<file path="src/core/bcp_map.svh">
// constants of the bitstream configuration port: timing counts and field positions
`ifndef BCP_MAP_SVH
`define BCP_MAP_SVH
// ==================== clock and rate
`define BCP_SYS_PERIOD_NS    50
`define BCP_MS_FAST_PER_NS   100
`define BCP_RATE_FACTOR      8
`define BCP_HALF_FAST_CYC    (`BCP_MS_FAST_PER_NS / (2 * `BCP_SYS_PERIOD_NS))
`define BCP_HALF_SLOW_CYC    (`BCP_HALF_FAST_CYC * `BCP_RATE_FACTOR)
// ==================== master parallel read clock, in config clock cycles
`define BCP_RCLK_LOW_CONFIG_CLOCK    7
`define BCP_RCLK_HIGH_CONFIG_CLOCK   1
// ==================== peripheral strobes and readback
`define BCP_WR_MIN_NS        100
`define BCP_WR_MIN_CYC       ((`BCP_WR_MIN_NS + `BCP_SYS_PERIOD_NS - 1) / `BCP_SYS_PERIOD_NS)
`define BCP_RB_ABORT_CONFIG_CLOCK    2
// ==================== byte bus fields and reset values
`define BCP_STATUS_BIT       7
`define BCP_ADDR_RESET       18'h00000
`define BCP_BYTE_W           8
`endif

</file>
<file path="src/core/bcp_pkg.sv">
// types of the bitstream configuration port
package bcp_pkg;
  typedef enum logic [2:0] {
    BCP_MASTER_SERIAL   = 3'h0,
    BCP_MASTER_PARALLEL = 3'h1,
    BCP_ASYNC_PERIPH    = 3'h2,
    BCP_SYNC_PERIPH     = 3'h3,
    BCP_SLAVE_SERIAL    = 3'h4,
    BCP_SLAVE_PARALLEL  = 3'h5,
    BCP_IDLE_A          = 3'h6,
    BCP_IDLE_B          = 3'h7
  } bcp_mode_t;

  typedef enum logic [1:0] {
    BCP_RB_IDLE   = 2'b00,
    BCP_RB_ACTIVE = 2'b01
  } bcp_rb_state_t;

  typedef struct packed {
    logic       config_clock;
    logic       din;
    logic       wr_n;
    logic       csl_n;
    logic       csh;
    logic       rd_n;
    logic       rb_req_n;
    logic       rate;
    logic [2:0] mode;
    logic [7:0] bus;
  } bcp_pins_t;
endpackage

</file>
<file path="src/core/bcp_top.sv">
// configuration load port: master, peripheral and slave modes with readback
// Functional notes
// - read clock: seven cycles low, one high
// - rate pin stretches clock phases eightfold
// - new address per read clock; capture on rise
// - master parallel bits start 1.5 cycles later
// - async peripheral bits change on falls
// - not ready 1 to 8 cycles per write
// - status read drives only the status line
// - write strobe with selects at least 100 ns
// - sync peripheral byte forwarded 1.5 cycles later
// - slave serial bit passes on next fall
// - slave parallel pins sampled on clock rise
// - slave parallel forwards nothing serially
// - readback follows clock; two high aborts
// - master clock 10 or 1.25 MHz
`timescale 1ns/1ps
`include "bcp_map.svh"
module bcp_top #(
  parameter int AW = 18
) (
  input  wire logic          CLOCK,
  input  wire logic          RST,
  input  wire logic [2:0]    MODE_PINS,
  input  wire logic          RATE_SELECT_PIN,
  input  wire logic          CONFIG_CLOCK_I,
  output logic               CONFIG_CLOCK_O,
  output logic               CONFIG_CLOCK_OE,
  input  wire logic          SERIAL_CONFIG_IN,
  output logic               SERIAL_PASS_OUT,
  input  wire logic [7:0]    CONFIG_BYTE_BUS_I,
  output logic [7:0]         CONFIG_BYTE_BUS_O,
  output logic [7:0]         CONFIG_BYTE_BUS_OE,
  output logic [AW-1:0]      BYTE_ADDR_OUT,
  output logic               READ_CLOCK_OUT,
  input  wire logic          WRITE_STROBE_N,
  input  wire logic          CHIP_SELECT_LOW_N,
  input  wire logic          CHIP_SELECT_HIGH,
  input  wire logic          READ_STATUS_STROBE_N,
  output logic               READY_OUT,
  input  wire logic          READBACK_REQUEST_N,
  input  wire logic          READBACK_DATA_IN,
  output logic               READBACK_OUT,
  output logic               READBACK_ACTIVE,
  output logic               READBACK_NEXT,
  output logic [7:0]         LOAD_BYTE,
  output logic               LOAD_BYTE_VALID
);
  // ==================== pin synchronisers
  bcp_pkg::bcp_pins_t pins_raw;
  bcp_pkg::bcp_pins_t sync1_q;
  bcp_pkg::bcp_pins_t s_q;
  assign pins_raw = '{config_clock: CONFIG_CLOCK_I, din: SERIAL_CONFIG_IN, wr_n: WRITE_STROBE_N,
                      csl_n: CHIP_SELECT_LOW_N, csh: CHIP_SELECT_HIGH,
                      rd_n: READ_STATUS_STROBE_N, rb_req_n: READBACK_REQUEST_N,
                      rate: RATE_SELECT_PIN, mode: MODE_PINS, bus: CONFIG_BYTE_BUS_I};
  always_ff @(posedge CLOCK) begin
    sync1_q <= pins_raw;
    s_q     <= sync1_q;
  end

  bcp_pkg::bcp_mode_t mode;
  assign mode = bcp_pkg::bcp_mode_t'(s_q.mode);
  wire is_ms  = (mode == bcp_pkg::BCP_MASTER_SERIAL);
  wire is_mp  = (mode == bcp_pkg::BCP_MASTER_PARALLEL);
  wire is_ap  = (mode == bcp_pkg::BCP_ASYNC_PERIPH);
  wire is_sp  = (mode == bcp_pkg::BCP_SYNC_PERIPH);
  wire is_ss  = (mode == bcp_pkg::BCP_SLAVE_SERIAL);
  wire is_spl = (mode == bcp_pkg::BCP_SLAVE_PARALLEL);
  wire int_clk = is_ms | is_mp | is_ap;
  wire serial_md = is_ms | is_ss;

  // ==================== config clock: own divider or sampled pin
  localparam logic [3:0] HALF_FAST = 4'(`BCP_HALF_FAST_CYC);
  localparam logic [3:0] HALF_SLOW = 4'(`BCP_HALF_SLOW_CYC);
  logic [3:0] div_q;
  logic       config_clock_q;
  logic       config_clock_prev_q;
  wire [3:0]  half = s_q.rate ? HALF_SLOW : HALF_FAST;
  wire        wrap = (div_q == half - 4'h1);
  wire        g_rise = int_clk & wrap & ~config_clock_q;
  wire        g_fall = int_clk & wrap & config_clock_q;
  wire        e_rise = ~int_clk & s_q.config_clock & ~config_clock_prev_q;
  wire        e_fall = ~int_clk & ~s_q.config_clock & config_clock_prev_q;
  wire        rise = g_rise | e_rise;
  wire        fall = g_fall | e_fall;
  always_ff @(posedge CLOCK) begin
    if (RST | ~int_clk) begin
      div_q  <= 4'h0;
      config_clock_q <= 1'b0;
    end else if (wrap) begin
      div_q  <= 4'h0;
      config_clock_q <= ~config_clock_q;
    end else begin
      div_q  <= div_q + 4'h1;
    end
  end
  always_ff @(posedge CLOCK) begin
    config_clock_prev_q <= RST ? 1'b0 : s_q.config_clock;
  end
  assign CONFIG_CLOCK_O = config_clock_q;
  always_ff @(posedge CLOCK) begin
    CONFIG_CLOCK_OE <= RST ? 1'b0 : int_clk;
  end

  // ==================== master parallel read clock and address
  localparam logic [2:0] RC_LAST = 3'(`BCP_RCLK_LOW_CONFIG_CLOCK + `BCP_RCLK_HIGH_CONFIG_CLOCK - 1);
  logic [2:0]    rc_q;
  logic [AW-1:0] addr_q;
  wire mp_cap = is_mp & rise & (rc_q == RC_LAST - 3'h1);
  always_ff @(posedge CLOCK) begin
    if (RST | ~is_mp) begin
      rc_q <= 3'h0;
    end else if (rise) begin
      rc_q <= (rc_q == RC_LAST) ? 3'h0 : rc_q + 3'h1;
    end
  end
  // address steps at read clock rise
  always_ff @(posedge CLOCK) begin
    if (RST) begin
      addr_q         <= AW'(`BCP_ADDR_RESET);
      READ_CLOCK_OUT <= 1'b0;
    end else begin
      if (mp_cap) addr_q <= addr_q + 1'b1;
      READ_CLOCK_OUT <= is_mp & (rise ? (rc_q == RC_LAST - 3'h1) : (rc_q == RC_LAST));
    end
  end
  assign BYTE_ADDR_OUT = addr_q;

  // ==================== peripheral and slave parallel byte intake
  localparam logic [1:0] WR_MIN = 2'(`BCP_WR_MIN_CYC);
  wire        sel = ~s_q.csl_n & s_q.csh;
  wire        strobe = sel & ~s_q.wr_n;
  logic [1:0] wr_cnt_q;
  logic       strobe_q;
  logic [7:0] ap_data_q;
  wire        hold_v;
  wire        ap_take = is_ap & strobe_q & ~strobe & (wr_cnt_q >= WR_MIN) & ~hold_v;
  // one byte per free clock rise
  wire        sp_take = is_sp & rise & ~hold_v;
  wire        spl_take = is_spl & rise & strobe;
  always_ff @(posedge CLOCK) begin
    if (RST) begin
      wr_cnt_q  <= 2'h0;
      strobe_q  <= 1'b0;
      ap_data_q <= 8'h00;
    end else begin
      strobe_q <= strobe;
      if (!strobe) wr_cnt_q <= 2'h0;
      else if (wr_cnt_q != 2'h3) wr_cnt_q <= wr_cnt_q + 2'h1;
      if (strobe) ap_data_q <= s_q.bus;
    end
  end

  // ==================== serializer for forwarded bytes
  wire       ser_ld = mp_cap | ap_take | sp_take;
  wire [7:0] ser_data = is_ap ? ap_data_q : s_q.bus;
  wire       ser_emit;
  wire       ser_bit;
  // extra half cycle; async starts on next fall
  // flushed outside forwarding modes; a direct switch between two forwarding modes keeps any stale byte
  bcp_serializer #(.W(`BCP_BYTE_W)) u_ser (
    .clk      (CLOCK),
    .rst      (RST | ~(is_mp | is_ap | is_sp)),
    .fall     (fall),
    .ld       (ser_ld),
    .ld_data  (ser_data),
    .ld_skip  (~is_ap),
    .emit     (ser_emit),
    .emit_bit (ser_bit),
    .hold_v   (hold_v)
  );

  // ==================== serial modes and pass output
  logic       din_q;
  logic [7:0] asm_q;
  logic [2:0] asm_cnt_q;
  always_ff @(posedge CLOCK) begin
    if (RST) begin
      din_q           <= 1'b0;
      asm_q           <= 8'h00;
      asm_cnt_q       <= 3'h0;
      SERIAL_PASS_OUT <= 1'b0;
      LOAD_BYTE       <= 8'h00;
      LOAD_BYTE_VALID <= 1'b0;
    end else begin
      LOAD_BYTE_VALID <= 1'b0;
      if (serial_md & rise) begin
        din_q     <= s_q.din;
        asm_q     <= {asm_q[6:0], s_q.din};
        asm_cnt_q <= asm_cnt_q + 3'h1;
        if (asm_cnt_q == 3'h7) begin
          LOAD_BYTE       <= {asm_q[6:0], s_q.din};
          LOAD_BYTE_VALID <= 1'b1;
        end
      end else if (ser_ld | spl_take) begin
        LOAD_BYTE       <= ser_ld ? ser_data : s_q.bus;
        LOAD_BYTE_VALID <= 1'b1;
      end
      if (is_spl) SERIAL_PASS_OUT <= 1'b0;
      // bit passes on the next fall
      else if (serial_md & fall) SERIAL_PASS_OUT <= din_q;
      else if (ser_emit) SERIAL_PASS_OUT <= ser_bit;
    end
  end

  // ==================== ready pin and status read
  // low until holding register drains
  // writes while not ready are dropped
  wire rd_act = is_ap & sel & ~s_q.rd_n;
  always_ff @(posedge CLOCK) begin
    if (RST) begin
      READY_OUT          <= 1'b1;
      CONFIG_BYTE_BUS_O  <= 8'h00;
      CONFIG_BYTE_BUS_OE <= 8'h00;
    end else begin
      READY_OUT <= ~(hold_v | ser_ld);
      // only the status line is driven
      CONFIG_BYTE_BUS_O  <= {~(hold_v | ser_ld), 7'h00};
      CONFIG_BYTE_BUS_OE <= {rd_act, 7'h00};
    end
  end

  // ==================== readback
  // request is sampled only at clock rise
  bcp_pkg::bcp_rb_state_t rb_q;
  logic [1:0] rb_hi_q;
  always_ff @(posedge CLOCK) begin
    if (RST) begin
      rb_q    <= bcp_pkg::BCP_RB_IDLE;
      rb_hi_q <= 2'h0;
    end else if (rise) begin
      case (rb_q)
        bcp_pkg::BCP_RB_IDLE: begin
          rb_hi_q <= 2'h0;
          if (!s_q.rb_req_n) rb_q <= bcp_pkg::BCP_RB_ACTIVE;
        end
        bcp_pkg::BCP_RB_ACTIVE: begin
          if (!s_q.rb_req_n) rb_hi_q <= 2'h0;
          else if (rb_hi_q == 2'(`BCP_RB_ABORT_CONFIG_CLOCK - 1)) rb_q <= bcp_pkg::BCP_RB_IDLE;
          else rb_hi_q <= rb_hi_q + 2'h1;
        end
        default: rb_q <= bcp_pkg::BCP_RB_IDLE;
      endcase
    end
  end
  always_ff @(posedge CLOCK) begin
    if (RST) begin
      READBACK_OUT  <= 1'b0;
      READBACK_NEXT <= 1'b0;
    end else begin
      READBACK_NEXT <= fall & (rb_q == bcp_pkg::BCP_RB_ACTIVE);
      if (fall & (rb_q == bcp_pkg::BCP_RB_ACTIVE)) READBACK_OUT <= READBACK_DATA_IN;
    end
  end
  always_ff @(posedge CLOCK) begin
    READBACK_ACTIVE <= RST ? 1'b0 : (rb_q == bcp_pkg::BCP_RB_ACTIVE);
  end
endmodule

</file>
<file path="src/core/bcp_serializer.sv">
// byte to bit serializer with one holding register, bits leave on config clock falls
`timescale 1ns/1ps
module bcp_serializer #(
  parameter int W = 8
) (
  input  wire logic         clk,
  input  wire logic         rst,
  input  wire logic         fall,
  input  wire logic         ld,
  input  wire logic [W-1:0] ld_data,
  input  wire logic         ld_skip,
  output logic              emit,
  output logic              emit_bit,
  output logic              hold_v
);
  localparam int CW = $clog2(W + 1);
  logic [W-1:0]  hold_q;
  logic          hold_v_q;
  logic          skip_q;
  logic [W-1:0]  sh_q;
  logic [CW-1:0] cnt_q;
  wire           busy = (cnt_q != '0);
  // ==================== emit control
  // skip marks the first fall after a load, giving the extra half cycle
  wire           move = fall & ~busy & hold_v_q & ~skip_q;
  assign emit     = fall & (busy | move);
  // fixed order: most significant bit first
  assign emit_bit = busy ? sh_q[W-1] : hold_q[W-1];
  assign hold_v   = hold_v_q;

  always_ff @(posedge clk) begin
    if (rst) begin
      hold_q   <= '0;
      hold_v_q <= 1'b0;
      skip_q   <= 1'b0;
    end else if (ld) begin
      hold_q   <= ld_data;
      hold_v_q <= 1'b1;
      skip_q   <= ld_skip;
    end else begin
      if (move) hold_v_q <= 1'b0;
      if (fall) skip_q <= 1'b0;
    end
  end

  always_ff @(posedge clk) begin
    if (rst) begin
      sh_q  <= '0;
      cnt_q <= '0;
    end else if (move) begin
      sh_q  <= {hold_q[W-2:0], 1'b0};
      cnt_q <= CW'(W - 1);
    end else if (emit) begin
      sh_q  <= {sh_q[W-2:0], 1'b0};
      cnt_q <= cnt_q - 1'b1;
    end
  end
endmodule

</file>
<file path="config.mk">
export PLATFORM = sky130hd
export DESIGN_NAME = bcp_top
export DESIGN_NICKNAME = d
export VERILOG_FILES = /design/src/core/bcp_pkg.sv /design/src/core/bcp_top.sv /design/src/core/bcp_serializer.sv
export VERILOG_INCLUDE_DIRS = /design/src /design/src/core
export SDC_FILE = /design/constraint.sdc
export NUM_CORES = 1
export LEC_CHECK = 0
export BUFFER_PORTS_ARGS = -buffer_cell sky130_fd_sc_hd__buf_2
export CORE_ASPECT_RATIO = 1.2
export CORE_MARGIN = 5
export CORE_UTILIZATION = 40
export DETAILED_ROUTE_END_ITERATION = 16
export GPL_TIMING_DRIVEN = 0
export MAX_ROUTING_LAYER = met4
export SETUP_SLACK_MARGIN = 0.4
export SLEW_MARGIN = 30
export SYNTH_ARGS = -nofsm -noshare
export SYNTH_HDL_FRONTEND = slang
export SYNTH_SLANG_ARGS = --single-unit
export TNS_END_PERCENT = 100
</file>
<file path="constraint.sdc">
create_clock -name CLOCK -period 5.7 [get_ports CLOCK]
set_input_delay 0.285 -clock CLOCK [delete_from_list [all_inputs] [get_ports CLOCK]]
set_output_delay 0.285 -clock CLOCK [all_outputs]
set_load 0.02 [all_outputs]
</file>
==> qor.yml <==
coreArea_um2: 12600
min_to: "READBACK_OUT$_SDFFE_PP0P_"
status: "finished clean"
synth_top_area_share: 0.504
start_util: 0.405
fin_area_um2: 6390
switching_power_w: 0.000502
cellLeakagePower_nw: 2.53
synth_adder_area_share: 0.0270
setup_violations: 0
cts_num_sinks: 128
post-route-period-util: 0.409
synth_area_leader_cell: "dfxtp_1"
power_frac_comb: 0.062
syn_area_per_cell_um2: 9.82
drt_pass1_iterations: 4
area_growth_pct: 25.6
hold_slack_ns: 0.147
final_util: 0.509
synth-compound-area-share: 0.156
crit_arrival_ns: 2.61
worstRegToRegCells: 6
max_freq_mhz: 429
power.density_nw_per_um2: 328
cp.required_ns: 5.98
stdcell_count: 803
vdd_drop_max_v: 0.000193
overflow: 0
wire_per_inst_um: 14.0
r2r_start: "mode[2]$_DFF_P_"
power.internal_w: 0.00159
seq_power_share: 0.445
ys_seq_elements: 128
drive_above_1_share: 0.216
ioPinCount: 73
muxShareOfSynthArea: 0.0669
grt_first_pass_wirelength_mm: 18.7
final_common_cell: "dfxtp_1"
via_per_inst: 5.05
die_w_um: 113
synth_xor_area_frac: 0.0241
synth_area_leaders: "dfxtp_1 (50%), mux2i_1 (4.9%), a21oi_1 (3.6%)"
cts_resized: 0
cts_buffer_depth: 2
dp_cells: 752
antenna_left: 0
hold_path_depth: 3
dpl.hpwl_mm: 8.12
diodes: 0
endpoint_kind: "register"
port-buffer-count: 57
grt_max_degree: 17
fin_nets: 659
std_cell_rows: 45
gp_congestion: 0.812
cts-buffers-inserted: 17
dpl_cell_area_um2: 5630
synth_top_family_by_area: "simple AND/OR/NAND/NOR gates"
fp.dieH_um: 134
cap_viol_max_count: 0
rrSetupSlack_ns: 3.37
p_clk_frac: 0.493
drv_slew: 0
drt_wl_total_mm: 11.3
synth-simple-area-share: 0.164
fin_skew_ns: 0.00895
synth_ff_type: "dfxtp_1"
synth-edff-count: 0
final_cell_mix: "dfxtp_1 (128), buf_2 (63), nand2_1 (46)"
antenna_found_initial: 0
rsz0062_at_grt: "no"
hold_path.class: "in2reg"
clkTransAtPathRegs_ns: 0.06
first_global_vias: 3889
relSlewSlack: 0.397
htreeDepth: 4
max_slew.worst_pin.slew_ns: 0.896
cp-start-kind: "register"
cts_root_buf: "clkbuf_16"
critPathMaxFanout: 10
yosys_warnings: 0
vias: 4058
drt_iter0_markers: 207
track_usage: 0.158
tritoncts: "yes"
hold_path.startpoint: "READBACK_DATA_IN"
finalHoldViolations: 0
synth_cell_types: 63
dieArea_um2: 15100
drc: 0
tns_ns: 0
period_needed_ns: 2.33
clk_latency_ns: 0.41
synthArstFlopShare: 0
criticalPathCategory: "reg2reg"
synthCells: 518
swShare: 0.239
syn_area_um2: 5090
timing.rr.end: "LOAD_BYTE[5]$_SDFFE_PP0P_"
seq_area_frac_synth: 0.504
area by class of cell:
type | count | area (um2)
inverters | 12 | 45.0
multi-input cells | 353 | 2280
clock buffers | 19 | 443
well taps | 164 | 205
clock inverters | 13 | 129
repair buffers | 76 | 475
flip-flops and latches | 128 | 2560
fillers | 1152 | 6160
plain buffers | 38 | 249
power by group through the flow:
stage | Sequential (W) | Clock (W) | Combinational [W]
2_1_floorplan | 0.000955 | 0 | 0.0000826
3_3_place_gp | 0.000952 | 0 | 0.000119
3_5_place_dp | 0.000953 | 0 | 0.000120
4_1_cts | 0.000933 | 0.00106 | 0.000131
5_1_grt | 0.000936 | 0.00110 | 0.000143
6_report | 0.000933 | 0.00103 | 0.000130
worst max path at each step:
stage                                    from                         to  cells after the start
after floorplan           div_q[0]$_SDFF_PP0_  asm_cnt_q[1]$_SDFFE_PP0P_                      7
after global placement        mode[2]$_DFF_P_  LOAD_BYTE[3]$_SDFFE_PP0P_                      6
after detailed placement      mode[2]$_DFF_P_  LOAD_BYTE[1]$_SDFFE_PP0P_                      6
after CTS                     mode[2]$_DFF_P_  LOAD_BYTE[5]$_SDFFE_PP0P_                      6
after global routing          mode[2]$_DFF_P_       READY_OUT$_SDFF_PP1_                      7
final                         mode[2]$_DFF_P_  LOAD_BYTE[5]$_SDFFE_PP0P_                      6
flip-flops by register name, summed over array words and instances, names as in the netlist, 4 cells and up:
register	cells
sync1_q	19
asm_q	7
ap_data_q	8
div_q	4
u_ser.hold_q	8
LOAD_BYTE	8
u_ser.sh_q	7
u_ser.cnt_q	4
s_q	16
BYTE_ADDR_OUT	18
kinds of logic after synthesis:
| logic type | after synthesis |
|---|---|
| other | 1 |
| multiplexers | 33 |
| buffers and inverters | 50 |
| AO/OA/AOI/OAI | 117 |
| adder cells (fa/ha/maj) | 11 |
| flip-flops | 128 |
| AND/OR/NAND/NOR | 164 |
| XOR/XNOR | 14 |
repair_timing:
| action | in CTS | in global routing |
|---|---|---|
| endpoints found under the hold margin | 19 | 0 |
| buffers inserted | 0 | 0 |
| hold buffers | 19 | 0 |
worst max-delay path: stages (launching register included):
cell and delay, ns:
dfxtp_1 0.29, buf_2 0.17, or4b_1 0.54, nor4_4 0.51, mux2_2 0.43, mux2i_1 0.16
o22ai_1 0.10
per-stage QoR:
step / power [W] / worst slack [ns]
6_report: 0.00210 / 3.37
5_1_grt: 0.00218 / 3.22
4_1_cts: 0.00212 / 3.35
3_5_place_dp: 0.00107 / 3.37
2_1_floorplan: 0.00104 / 3.70
3_3_place_gp: 0.00107 / 3.38
synthesized netlist by cell type (2+ instances only):
| cell type | instances |
|---|---|
| a211oi_1 | 18 |
| a21oi_1 | 37 |
| a221oi_1 | 2 |
| and2_1 | 3 |
| and3_1 | 3 |
| buf_2 | 6 |
| buf_4 | 16 |
| buf_6 | 4 |
| clkbuf_1 | 11 |
| dfxtp_1 | 128 |
| ha_1 | 11 |
| inv_1 | 11 |
| mux2_2 | 8 |
| mux2i_1 | 25 |
| nand2_1 | 46 |
| nand2b_1 | 5 |
| nand3_1 | 10 |
| nand4_1 | 6 |
| nor2_1 | 39 |
| nor2b_1 | 4 |
| nor3_1 | 14 |
| nor3b_1 | 3 |
| o2111ai_1 | 2 |
| o211ai_1 | 4 |
| o21ai_0 | 22 |
| o22ai_1 | 9 |
| o31ai_1 | 5 |
| or3_1 | 13 |
| or4_1 | 7 |
| xnor2_1 | 4 |
| xor2_1 | 10 |
routing by layer:
metal  vias to the layer above  track usage  part of all wire
met1                      1889        0.182              0.43
met2                        99        0.264              0.50
met5                         -            -                 0
met4                         0       0.0541             0.012
li1                       2057            -                 -
met3                        13       0.0454             0.053
(Power assumes the default switching activity.)
